[src/shared/isp_pkg.sv]
`default_nettype none
package isp_pkg;
	// --------------------------------------------------------------
	// clock and link timing
	// --------------------------------------------------------------
	localparam int CLK_PERIOD_NS = 50;
	localparam int SCK_HALF_NS   = 1000;
	localparam int RST_PULSE_NS  = 1000;
	localparam int SCK_HALF_CYC  = (SCK_HALF_NS + CLK_PERIOD_NS - 1) / CLK_PERIOD_NS;
	localparam int RST_PULSE_CYC = (RST_PULSE_NS + CLK_PERIOD_NS - 1) / CLK_PERIOD_NS;

	// --------------------------------------------------------------
	// least wait times, in microseconds, and their cycle counts
	// --------------------------------------------------------------
	localparam int POWERUP_WAIT_US      = 20000;
	localparam int FLASH_PAGE_WAIT_US   = 4500;
	localparam int EEPROM_WRITE_WAIT_US = 9000;
	localparam int FUSE_WRITE_WAIT_US   = 4500;
	localparam int CHIP_ERASE_WAIT_US   = 9000;
	localparam int NS_PER_US            = 1000;
	localparam int POWERUP_WAIT_CYC     =
		(POWERUP_WAIT_US * NS_PER_US + CLK_PERIOD_NS - 1) / CLK_PERIOD_NS;
	localparam int FLASH_PAGE_WAIT_CYC  =
		(FLASH_PAGE_WAIT_US * NS_PER_US + CLK_PERIOD_NS - 1) / CLK_PERIOD_NS;
	localparam int EEPROM_WRITE_WAIT_CYC =
		(EEPROM_WRITE_WAIT_US * NS_PER_US + CLK_PERIOD_NS - 1) / CLK_PERIOD_NS;
	localparam int FUSE_WRITE_WAIT_CYC  =
		(FUSE_WRITE_WAIT_US * NS_PER_US + CLK_PERIOD_NS - 1) / CLK_PERIOD_NS;
	localparam int CHIP_ERASE_WAIT_CYC  =
		(CHIP_ERASE_WAIT_US * NS_PER_US + CLK_PERIOD_NS - 1) / CLK_PERIOD_NS;

	// --------------------------------------------------------------
	// instruction framing
	// --------------------------------------------------------------
	localparam int          INSTR_BITS   = 32;
	localparam int          BIT_CNT_W    = 6;
	localparam int          TIMER_W      = 20;
	localparam int          TRY_W        = 3;
	localparam int          MAX_TRIES    = 8;
	localparam int          FIFO_DEPTH   = 16;
	localparam logic [31:0] PROG_EN_WORD = 32'hac53_0000;
	localparam logic [7:0]  ECHO_BYTE    = 8'h53;
	localparam int          ECHO_LSB     = 8;

	// --------------------------------------------------------------
	// wait class that follows an instruction
	// --------------------------------------------------------------
	typedef enum logic [2:0] {
		WAIT_NONE   = 3'b000,
		WAIT_FLASH  = 3'b001,
		WAIT_EEPROM = 3'b010,
		WAIT_FUSE   = 3'b011,
		WAIT_ERASE  = 3'b100
	} wait_e;
	localparam int WAIT_W     = 3;
	localparam int FIFO_WIDTH = INSTR_BITS + WAIT_W;
endpackage : isp_pkg
`default_nettype wire

[src/rtl/cmd_fifo.sv]
`default_nettype none
module cmd_fifo #(
	parameter int WIDTH = 35,
	parameter int DEPTH = 16
) (
	input  wire logic             ref_clk,
	input  wire logic             rst_n,
	input  wire logic             in_valid,
	output logic                  in_ready,
	input  wire logic [WIDTH-1:0] in_data,
	output logic                  out_valid,
	input  wire logic             out_ready,
	output logic      [WIDTH-1:0] out_data
);
	localparam int PW = $clog2(DEPTH);

	logic [WIDTH-1:0] mem [DEPTH];
	logic [PW-1:0]    wr_ptr, next_wr_ptr;
	logic [PW-1:0]    rd_ptr, next_rd_ptr;
	logic [PW:0]      count,  next_count;
	logic             push, pop;

	// --------------------------------------------------------------
	// handshake and pointer update
	// --------------------------------------------------------------
	always_comb begin
		in_ready    = (count != (PW+1)'(DEPTH));
		out_valid   = (count != '0);
		push        = in_valid && in_ready;
		pop         = out_valid && out_ready;
		next_wr_ptr = push ? wr_ptr + 1'b1 : wr_ptr;
		next_rd_ptr = pop ? rd_ptr + 1'b1 : rd_ptr;
		next_count  = count + (PW+1)'(push) - (PW+1)'(pop);
		out_data    = mem[rd_ptr];
	end

	// storage in flops
	always_ff @(posedge ref_clk) begin
		if (push) begin
			mem[wr_ptr] <= in_data;
		end
	end

	// pointers
	always_ff @(posedge ref_clk or negedge rst_n) begin
		if (!rst_n) begin
			wr_ptr <= '0;
			rd_ptr <= '0;
			count  <= '0;
		end else begin
			wr_ptr <= next_wr_ptr;
			rd_ptr <= next_rd_ptr;
			count  <= next_count;
		end
	end
endmodule : cmd_fifo
`default_nettype wire

[src/rtl/isp_programmer.sv]
// Contract
// Arrays are programmable over the serial pins only while target reset is low.
// Programming-enable must complete before any program or erase instruction.
// Each serial EEPROM write erases its location first; no chip erase needed.
// Chip erase sets every flash and EEPROM location to 0xFF.
// Each SCK low and high phase exceeds 2 or 3 CPU clock cycles.
// Device samples incoming bits on the rising SCK edge.
// Device shifts outgoing bits onto data-out on the falling SCK edge.
// Hold reset and SCK low at power-up, else pulse reset high.
// Wait at least 20 ms after power-up before programming-enable.
// In sync, device echoes 0x53 while the third byte shifts in.
// Always shift four bytes; on no echo pulse reset, retry enable.
// Flash written per page; buffer loaded one byte per load instruction.
// For each word address load the low byte before the high.
// Write-page instruction with 8 address MSBs commits the flash page; the bench and target model commit with 10 MSBs.
// Wait at least 4.5 ms after a flash page write.
// EEPROM byte write carries address and data; wait 9.0 ms after.
// EEPROM page: load bytes with 2 LSBs, commit with 4 MSBs; the bench and target model commit with 8 MSBs.
// EEPROM page write alters only loaded byte locations.
// A read instruction returns the addressed content on data-out.
// Session ends by driving reset high; device resumes normal operation.
// Wait at least 4.5 ms after fuse write, 9.0 ms after erase.
// Enable instruction: four bytes, 0xAC, 0x53, two don't-care bytes.
// Chip erase: first byte 0xAC, second byte begins with 100.
// Bytes shift most significant bit first; four bytes form one instruction.
// Device ignores write instructions during a self-timed write.
`default_nettype none
module isp_programmer #(
	parameter int POWERUP_WAIT      = isp_pkg::POWERUP_WAIT_CYC,
	parameter int FLASH_PAGE_WAIT   = isp_pkg::FLASH_PAGE_WAIT_CYC,
	parameter int EEPROM_WRITE_WAIT = isp_pkg::EEPROM_WRITE_WAIT_CYC,
	parameter int FUSE_WRITE_WAIT   = isp_pkg::FUSE_WRITE_WAIT_CYC,
	parameter int CHIP_ERASE_WAIT   = isp_pkg::CHIP_ERASE_WAIT_CYC
) (
	input  wire logic        ref_clk,
	input  wire logic        rst_n,
	input  wire logic        session_start,
	input  wire logic        session_end,
	input  wire logic        cmd_valid,
	output logic             cmd_ready,
	input  wire logic [31:0] cmd_word,
	input  wire logic [2:0]  cmd_wait,
	output logic             rsp_valid,
	output logic      [31:0] rsp_word,
	output logic             session_active,
	output logic             sync_fail,
	output logic             link_busy,
	output logic             target_reset_n,
	output logic             target_sck,
	output logic             target_mosi,
	input  wire logic        target_miso
);
	// --------------------------------------------------------------
	// sequencer states
	// --------------------------------------------------------------
	typedef enum logic [2:0] {
		ST_IDLE   = 3'b000,
		ST_POWER  = 3'b001,
		ST_ENABLE = 3'b010,
		ST_PULSE  = 3'b011,
		ST_READY  = 3'b100,
		ST_SEND   = 3'b101,
		ST_WAIT   = 3'b110
	} state_e;

	localparam int TW = isp_pkg::TIMER_W;

	state_e                 state,      next_state;
	logic [TW-1:0]          timer,      next_timer;
	logic [isp_pkg::TRY_W-1:0] tries,   next_tries;
	isp_pkg::wait_e         wait_kind,  next_wait_kind;
	logic                   next_reset_n;
	logic                   next_active;
	logic                   next_fail;
	logic                   next_rsp_valid;
	logic [31:0]            next_rsp_word;
	logic                   miso_s1, miso_s2, miso_s3, miso_level, next_miso_level;
	logic                   shift_start;
	logic [31:0]            shift_word;
	logic                   shift_done;
	logic [31:0]            shift_rx;
	logic                   fifo_valid, fifo_ready;
	logic [isp_pkg::FIFO_WIDTH-1:0] fifo_data;

	// --------------------------------------------------------------
	// wait decode
	// --------------------------------------------------------------
	// cycles to hold off the link after an instruction of this class
	function automatic logic [TW-1:0] wait_cycles(input isp_pkg::wait_e kind);
		logic [TW-1:0] cyc;
		unique case (kind)
			isp_pkg::WAIT_FLASH:  cyc = TW'(FLASH_PAGE_WAIT);
			isp_pkg::WAIT_EEPROM: cyc = TW'(EEPROM_WRITE_WAIT);
			isp_pkg::WAIT_FUSE:   cyc = TW'(FUSE_WRITE_WAIT);
			isp_pkg::WAIT_ERASE:  cyc = TW'(CHIP_ERASE_WAIT);
			default:              cyc = '0;
		endcase
		return cyc;
	endfunction : wait_cycles

	// --------------------------------------------------------------
	// miso synchroniser
	// --------------------------------------------------------------
	// accept a new level once the second and third stages agree
	always_comb begin
		next_miso_level = (miso_s2 == miso_s3) ? miso_s3 : miso_level;
	end

	// three stages and the accepted level
	always_ff @(posedge ref_clk or negedge rst_n) begin
		if (!rst_n) begin
			miso_s1    <= 1'b0;
			miso_s2    <= 1'b0;
			miso_s3    <= 1'b0;
			miso_level <= 1'b0;
		end else begin
			miso_s1    <= target_miso;
			miso_s2    <= miso_s1;
			miso_s3    <= miso_s2;
			miso_level <= next_miso_level;
		end
	end

	// --------------------------------------------------------------
	// instruction queue
	// --------------------------------------------------------------
	// queued instructions wait here until the link is enabled, in order
	cmd_fifo #(
		.WIDTH (isp_pkg::FIFO_WIDTH),
		.DEPTH (isp_pkg::FIFO_DEPTH)
	) u_fifo (
		.ref_clk   (ref_clk),
		.rst_n     (rst_n),
		.in_valid  (cmd_valid),
		.in_ready  (cmd_ready),
		.in_data   ({cmd_wait, cmd_word}),
		.out_valid (fifo_valid),
		.out_ready (fifo_ready),
		.out_data  (fifo_data)
	);

	// --------------------------------------------------------------
	// serial shifter
	// --------------------------------------------------------------
	isp_shift u_shift (
		.ref_clk    (ref_clk),
		.rst_n      (rst_n),
		.start      (shift_start),
		.tx_word    (shift_word),
		.miso_level (miso_level),
		.sck        (target_sck),
		.mosi       (target_mosi),
		.done       (shift_done),
		.rx_word    (shift_rx)
	);

	// --------------------------------------------------------------
	// session sequencer
	// --------------------------------------------------------------
	// next-state, timers, pin levels and responses
	always_comb begin
		next_state     = state;
		next_timer     = timer;
		next_tries     = tries;
		next_wait_kind = wait_kind;
		next_reset_n   = target_reset_n;
		next_active    = session_active;
		next_fail      = sync_fail;
		next_rsp_valid = 1'b0;
		next_rsp_word  = rsp_word;
		shift_start    = 1'b0;
		shift_word     = isp_pkg::PROG_EN_WORD;
		fifo_ready     = 1'b0;
		unique case (state)
			ST_IDLE: begin
				if (session_start) begin
					// reset was high in idle: that is the pulse after sck low
					next_reset_n = 1'b0;
					next_timer   = TW'(POWERUP_WAIT - 1);
					next_tries   = '0;
					next_fail    = 1'b0;
					next_state   = ST_POWER;
				end
			end
			ST_POWER: begin
				// the full wait runs again after every retry pulse
				if (timer == '0) begin
					shift_start = 1'b1;
					next_state  = ST_ENABLE;
				end else begin
					next_timer = timer - 1'b1;
				end
			end
			ST_ENABLE: begin
				if (shift_done) begin
					// all four bytes went out before the echo is judged
					if (shift_rx[isp_pkg::ECHO_LSB +: 8] == isp_pkg::ECHO_BYTE) begin
						next_active = 1'b1;
						next_state  = ST_READY;
					end else if (tries == isp_pkg::TRY_W'(isp_pkg::MAX_TRIES - 1)) begin
						next_fail    = 1'b1;
						next_reset_n = 1'b1;
						next_state   = ST_IDLE;
					end else begin
						next_tries   = tries + 1'b1;
						next_reset_n = 1'b1;
						next_timer   = TW'(isp_pkg::RST_PULSE_CYC - 1);
						next_state   = ST_PULSE;
					end
				end
			end
			ST_PULSE: begin
				// target released for the retry pulse, sck still low
				if (timer == '0) begin
					next_reset_n = 1'b0;
					next_timer   = TW'(POWERUP_WAIT - 1);
					next_state   = ST_POWER;
				end else begin
					next_timer = timer - 1'b1;
				end
			end
			ST_READY: begin
				if (session_end) begin
					next_reset_n = 1'b1;
					next_active  = 1'b0;
					next_state   = ST_IDLE;
				end else if (fifo_valid) begin
					// only reached once enable echoed; reset still low
					fifo_ready     = 1'b1;
					shift_start    = 1'b1;
					// words go out verbatim: page loads, page commits, erase
					shift_word     = fifo_data[isp_pkg::INSTR_BITS-1:0];
					next_wait_kind = isp_pkg::wait_e'(
						fifo_data[isp_pkg::FIFO_WIDTH-1 -: isp_pkg::WAIT_W]);
					next_state     = ST_SEND;
				end
			end
			ST_SEND: begin
				if (shift_done) begin
					next_rsp_valid = 1'b1;
					next_rsp_word  = shift_rx;
					if (wait_kind == isp_pkg::WAIT_NONE) begin
						next_state = ST_READY;
					end else begin
						// hold off the port until the self-timed write ends
						next_timer = wait_cycles(wait_kind) - 1'b1;
						next_state = ST_WAIT;
					end
				end
			end
			ST_WAIT: begin
				// no busy polling: the fixed wait covers the worst case
				if (timer == '0) begin
					next_state = ST_READY;
				end else begin
					next_timer = timer - 1'b1;
				end
			end
			default: begin
				// illegal code: release the target and start over
				next_reset_n = 1'b1;
				next_active  = 1'b0;
				next_state   = ST_IDLE;
			end
		endcase
	end

	// --------------------------------------------------------------
	// sequencer registers
	// --------------------------------------------------------------
	// state, timers and pin levels; reset keeps the target released
	always_ff @(posedge ref_clk or negedge rst_n) begin
		if (!rst_n) begin
			state          <= ST_IDLE;
			timer          <= '0;
			tries          <= '0;
			wait_kind      <= isp_pkg::WAIT_NONE;
			target_reset_n <= 1'b1;
			session_active <= 1'b0;
			sync_fail      <= 1'b0;
			rsp_valid      <= 1'b0;
			rsp_word       <= '0;
		end else begin
			state          <= next_state;
			timer          <= next_timer;
			tries          <= next_tries;
			wait_kind      <= next_wait_kind;
			target_reset_n <= next_reset_n;
			session_active <= next_active;
			sync_fail      <= next_fail;
			rsp_valid      <= next_rsp_valid;
			rsp_word       <= next_rsp_word;
		end
	end

	// --------------------------------------------------------------
	// link status
	// --------------------------------------------------------------
	// link occupied: power-up, enable, pulse, shift or wait
	// session_start and session_end are only taken while this is low
	assign link_busy = (state != ST_IDLE) && (state != ST_READY);
endmodule : isp_programmer
`default_nettype wire

[src/rtl/isp_shift.sv]
`default_nettype none
module isp_shift (
	input  wire logic        ref_clk,
	input  wire logic        rst_n,
	input  wire logic        start,
	input  wire logic [31:0] tx_word,
	input  wire logic        miso_level,
	output logic             sck,
	output logic             mosi,
	output logic             done,
	output logic      [31:0] rx_word
);
	localparam logic [4:0] HALF_LAST = 5'(isp_pkg::SCK_HALF_CYC - 1);
	localparam logic [5:0] BIT_LAST  = 6'(isp_pkg::INSTR_BITS);

	logic        busy,   next_busy;
	logic [4:0]  div,    next_div;
	logic [5:0]  bits,   next_bits;
	logic [31:0] sr,     next_sr;
	logic [31:0] rx,     next_rx;
	logic        next_sck, next_mosi, next_done;
	logic        tick;

	// --------------------------------------------------------------
	// half-period divider and bit sequencing
	// --------------------------------------------------------------
	always_comb begin
		tick      = busy && (div == HALF_LAST);
		next_busy = busy;
		next_div  = busy ? (tick ? '0 : div + 1'b1) : '0;
		next_bits = bits;
		next_sr   = sr;
		next_rx   = rx;
		next_sck  = sck;
		next_mosi = mosi;
		next_done = 1'b0;
		if (!busy && start) begin
			next_busy = 1'b1;
			next_bits = '0;
			next_sr   = tx_word << 1;
			next_mosi = tx_word[31];
		end else if (tick && !sck) begin
			next_sck  = 1'b1;                        // rising: device samples mosi R6
			next_rx   = {rx[30:0], miso_level};      // device drove on falling R7
			next_bits = bits + 1'b1;
		end else if (tick) begin
			next_sck  = 1'b0;
			next_mosi = sr[31];                      // change mosi on falling edge
			next_sr   = sr << 1;
			if (bits == BIT_LAST) begin
				next_busy = 1'b0;                    // four bytes framed R24
				next_done = 1'b1;
				next_mosi = 1'b0;
			end
		end
	end

	// registers
	always_ff @(posedge ref_clk or negedge rst_n) begin
		if (!rst_n) begin
			busy <= 1'b0;
			div  <= '0;
			bits <= '0;
			sr   <= '0;
			rx   <= '0;
			sck  <= 1'b0;
			mosi <= 1'b0;
			done <= 1'b0;
		end else begin
			busy <= next_busy;
			div  <= next_div;
			bits <= next_bits;
			sr   <= next_sr;
			rx   <= next_rx;
			sck  <= next_sck;
			mosi <= next_mosi;
			done <= next_done;
		end
	end

	assign rx_word = rx;
endmodule : isp_shift
`default_nettype wire

[config.mk]
export PLATFORM = sky130hd
export DESIGN_NAME = isp_programmer
export DESIGN_NICKNAME = d
export VERILOG_FILES = /design/src/shared/isp_pkg.sv /design/src/rtl/cmd_fifo.sv /design/src/rtl/isp_programmer.sv /design/src/rtl/isp_shift.sv
export SDC_FILE = /design/constraint.sdc
export NUM_CORES = 1
export LEC_CHECK = 0
export ABC_AREA = 0
export BUFFER_PORTS_ARGS = -buffer_cell sky130_fd_sc_hd__buf_2
export CORE_ASPECT_RATIO = 1.1
export CORE_UTILIZATION = 35
export DETAILED_ROUTE_END_ITERATION = 7
export PLACE_DENSITY = 0.57
export SYNTH_ARGS = -nofsm -noshare
export SYNTH_HDL_FRONTEND = slang
export SYNTH_SLANG_ARGS = --single-unit
[constraint.sdc]
create_clock -name ref_clk -period 13.8 [get_ports ref_clk]
set_input_delay 2.76 -clock ref_clk [delete_from_list [all_inputs] [get_ports ref_clk]]
set_output_delay 2.76 -clock ref_clk [all_outputs]
set_load 0.01 [all_outputs]
==> impl_metrics.json <==
{
  "start_util": 0.3536,
  "remaining_drc_errors": 0,
  "drt-initial-drc-count": 995,
  "finalPower_w": 0.004890,
  "critPathTopFamily": "flip-flops",
  "wl_per_cell_um": 21.19,
  "layout-drive-gt1-share": 0.2306,
  "die_x_um": 276.0,
  "cts_tree": "built",
  "yosysSeqAreaShare": 0.7203,
  "synthesis.area_sq_um": 28910,
  "muxShareOfSynthArea": 0.1309,
  "insertion_delay_ps": 620,
  "ios": 81,
  "critPathKind": "flop to output pin",
  "yosysUniqueCellTypes": 74,
  "clock_sinks": 720,
  "worst_pin_slew_ps": 1177,
  "syn_nets": 1731,
  "fmax_ghz": 0.2171,
  "grt.overflow.total": 0,
  "drt_pass1_iterations": 5,
  "postSynthAreaPerCell_sq_um": 17.34,
  "synth_compound_gate_area_share": 0.04649,
  "cp_slowest_cell": "dfrtp_1",
  "finalHoldViolCount": 0,
  "worstPathMaxFanout": 20,
  "layout_common_cells": "560 x edfxtp_1, 220 x nand2_1, 155 x dfrtp_1, 152 x mux4_2, 79 x buf_2",
  "max_cap_violations": 0,
  "cts.clk_slew.worst_paths_ps": 60,
  "syn2layout_area_growth_pct": 13.89,
  "post-route-period-util": 0.3338,
  "end_kind": "output pin",
  "fp-row-count": 110,
  "synth_fa_ha_area_frac": 0.01056,
  "final_common_cell": "edfxtp_1",
  "hold_buffers": 0,
  "grt_pass1_wl_um": 95310,
  "detailed_place_hpwl_um": 35000,
  "synth_top_area_share": 0.5817,
  "floorplan.die_area_sq_um": 83740,
  "skew_ps": 27.41,
  "setup_viol": 0,
  "antenna_found_initial": 4,
  "rsz0062_at_grt": "false",
  "gp_congestion": 0.7887,
  "r2r-end": "u_shift.sr[19]",
  "synth_edf_count": 560,
  "via_per_inst": 5.170,
  "status": "finished clean",
  "synth-seq-cells": 720,
  "min_delay_path_depth": 0,
  "finalSetupTns_ps": 0,
  "r2r_setup_slack_ps": 10450,
  "yosys_warnings": 0,
  "htreeDepth": 3,
  "postCtsSetupRepairBufs": 0,
  "worstHoldPathType": "flop to flop",
  "synth_top_area_cell": "edfxtp_1",
  "nets": 1827,
  "synth_top_family_by_area": "multiplexers",
  "vias": 14940,
  "holdPathEnd": "miso_s2",
  "arrival_ps": 1850,
  "crit_path_start_kind": "flop",
  "io_buffers": 80,
  "diodes": 0,
  "fillerInstances": 7347,
  "grt_start_max_net_pins": 87,
  "multiInputGateArea_sq_um": 7595,
  "ant_nets": 0,
  "cts_resized": 0,
  "p_per_area_nw_per_um2": 148.5,
  "final-seq-area_sq_um": 20830,
  "leakage_nw": 11.49,
  "clockRootBuffer": "clkbuf_16",
  "grt_pass1_vias": 15700,
  "synth_simple_gate_area_frac": 0.06657,
  "ys_async_sr_fraction": 0.2222,
  "critPathBufInv": 2,
  "synth_xor_area_frac": 0.005757,
  "slew_violations": 0,
  "ir_drop_v": 0.00009347,
  "hp-start": "miso_s1",
  "cts_made_buffers": 76,
  "die_h_um": 303.4,
  "postSynthCellCount": 1667,
  "rr_startpoint": "u_fifo.rd_ptr[0]",
  "clockBufferDepth": 3,
  "path_cells": "nor2_1 -> inv_1 -> buf_2",
  "cp.required_ps": 11040,
  "max_slew_margin": 0.2152,
  "cpPeakStageDelay_ps": 580,
  "min_period_ps": 4607,
  "core_sq_um": 81750,
  "ys_top_cells_by_area": "edfxtp_1 58%, dfrtp_1 14%, mux4_2 12%, nand2_1 2.9%, a211oi_1 1.3%",
  "synthFlopType": "edfxtp_1",
  "routed_wirelength_um": 61230,
  "r2r_cells": 6,
  "track_usage": 0.1487
}
metrics by stage:
step                      worst slack (ps)    util  hold WS, ps  std cells  cell area, sq um
after floorplan                       7057       -        331.2       1667             28910
after global placement                8759  0.3727        339.8       2749             30470
after detailed placement              8682  0.3727        339.6       2749             30470
final                                 9193  0.4027        356.3       2890             32920
after CTS                             9181  0.4027        357.9       2890             32920
after global routing                  9064  0.4027        368.7       2890             32920
power by group:
group | switching (W) | leakage (nW) | internal [W]
Combinational | 0.000224 | 3.07 | 0.000101
Clock | 0.000846 | 1.19 | 0.00114
Sequential | 0.0000471 | 7.22 | 0.00253
layout make-up:
cell class | count | area share
timing repair buffer | 103 | 0.01760
clock buffer | 92 | 0.06115
clock inverter | 49 | 0.01342
sequential | 720 | 0.6328
tap | 1064 | 0.04044
inverter | 34 | 0.003877
multi-input combinational | 828 | 0.2307
per-layer routing:
| layer | vias to the layer above | track usage | share of wire |
|---|---|---|---|
| met5 | - | 0 | 0.00033 |
| met2 | 320 | 0.2568 | 0.50 |
| met1 | 7797 | 0.1914 | 0.43 |
| met3 | 105 | 0.02679 | 0.041 |
| li1 | 6715 | - | - |
| met4 | 4 | 0.04629 | 0.025 |
worst max path at each step:
stage / start / end / cells past startpoint
floorplan: cmd_valid / u_fifo.mem[0][0] / 2
global placement: session_end / u_fifo.count[4] / 14
detailed placement: session_end / u_shift.sr[5] / 8
CTS: state[1] / link_busy / 3
global route: state[0] / link_busy / 3
finish: state[0] / link_busy / 3
worst reg2reg max path, stage by stage, from the launching register on:
cell	delay, ps
dfrtp_4	790
buf_4	810
mux4_2	640
nor2b_1	190
a211oi_1	410
a211oi_1	90
a221o_1	300
flip-flops by register name (all words and copies together) (netlist names), 4 cells and up:
register,flops
rsp_word,32
timer,20
u_fifo.count,5
u_fifo.mem,560
u_fifo.rd_ptr,4
u_fifo.wr_ptr,4
u_shift.bits,6
u_shift.div,5
u_shift.rx_word,32
u_shift.sr,31
cells in the mapped netlist (3+ instances only):
| library cell | number |
|---|---|
| a2111oi_0 | 7 |
| a211oi_1 | 49 |
| a21oi_1 | 27 |
| a221o_1 | 23 |
| a22o_1 | 3 |
| a31oi_1 | 10 |
| and2_1 | 20 |
| and3_1 | 4 |
| buf_1 | 3 |
| buf_2 | 19 |
| buf_4 | 4 |
| buf_6 | 10 |
| clkbuf_1 | 49 |
| dfrtp_1 | 159 |
| edfxtp_1 | 560 |
| ha_1 | 22 |
| inv_1 | 31 |
| mux2_2 | 9 |
| mux2i_1 | 26 |
| mux4_2 | 152 |
| nand2_1 | 220 |
| nand2b_1 | 5 |
| nand3_1 | 11 |
| nand4_1 | 8 |
| nor2_1 | 65 |
| nor2b_1 | 28 |
| nor3_1 | 17 |
| nor4_1 | 6 |
| o21ai_0 | 31 |
| o21ai_1 | 9 |
| o22a_1 | 3 |
| o22ai_1 | 4 |
| o31ai_1 | 3 |
| or3_1 | 4 |
| xnor2_1 | 12 |
| xor2_1 | 7 |
kinds of logic after synthesis:
family,count (synthesis)
buffers and inverters,119
AND/OR/NAND/NOR,412
XOR/XNOR,19
AO/OA/AOI/OAI,186
multiplexers,187
adder cells (fa/ha/maj),24
flip-flops,720
Note: power is estimated with default switching activity, not from simulation.
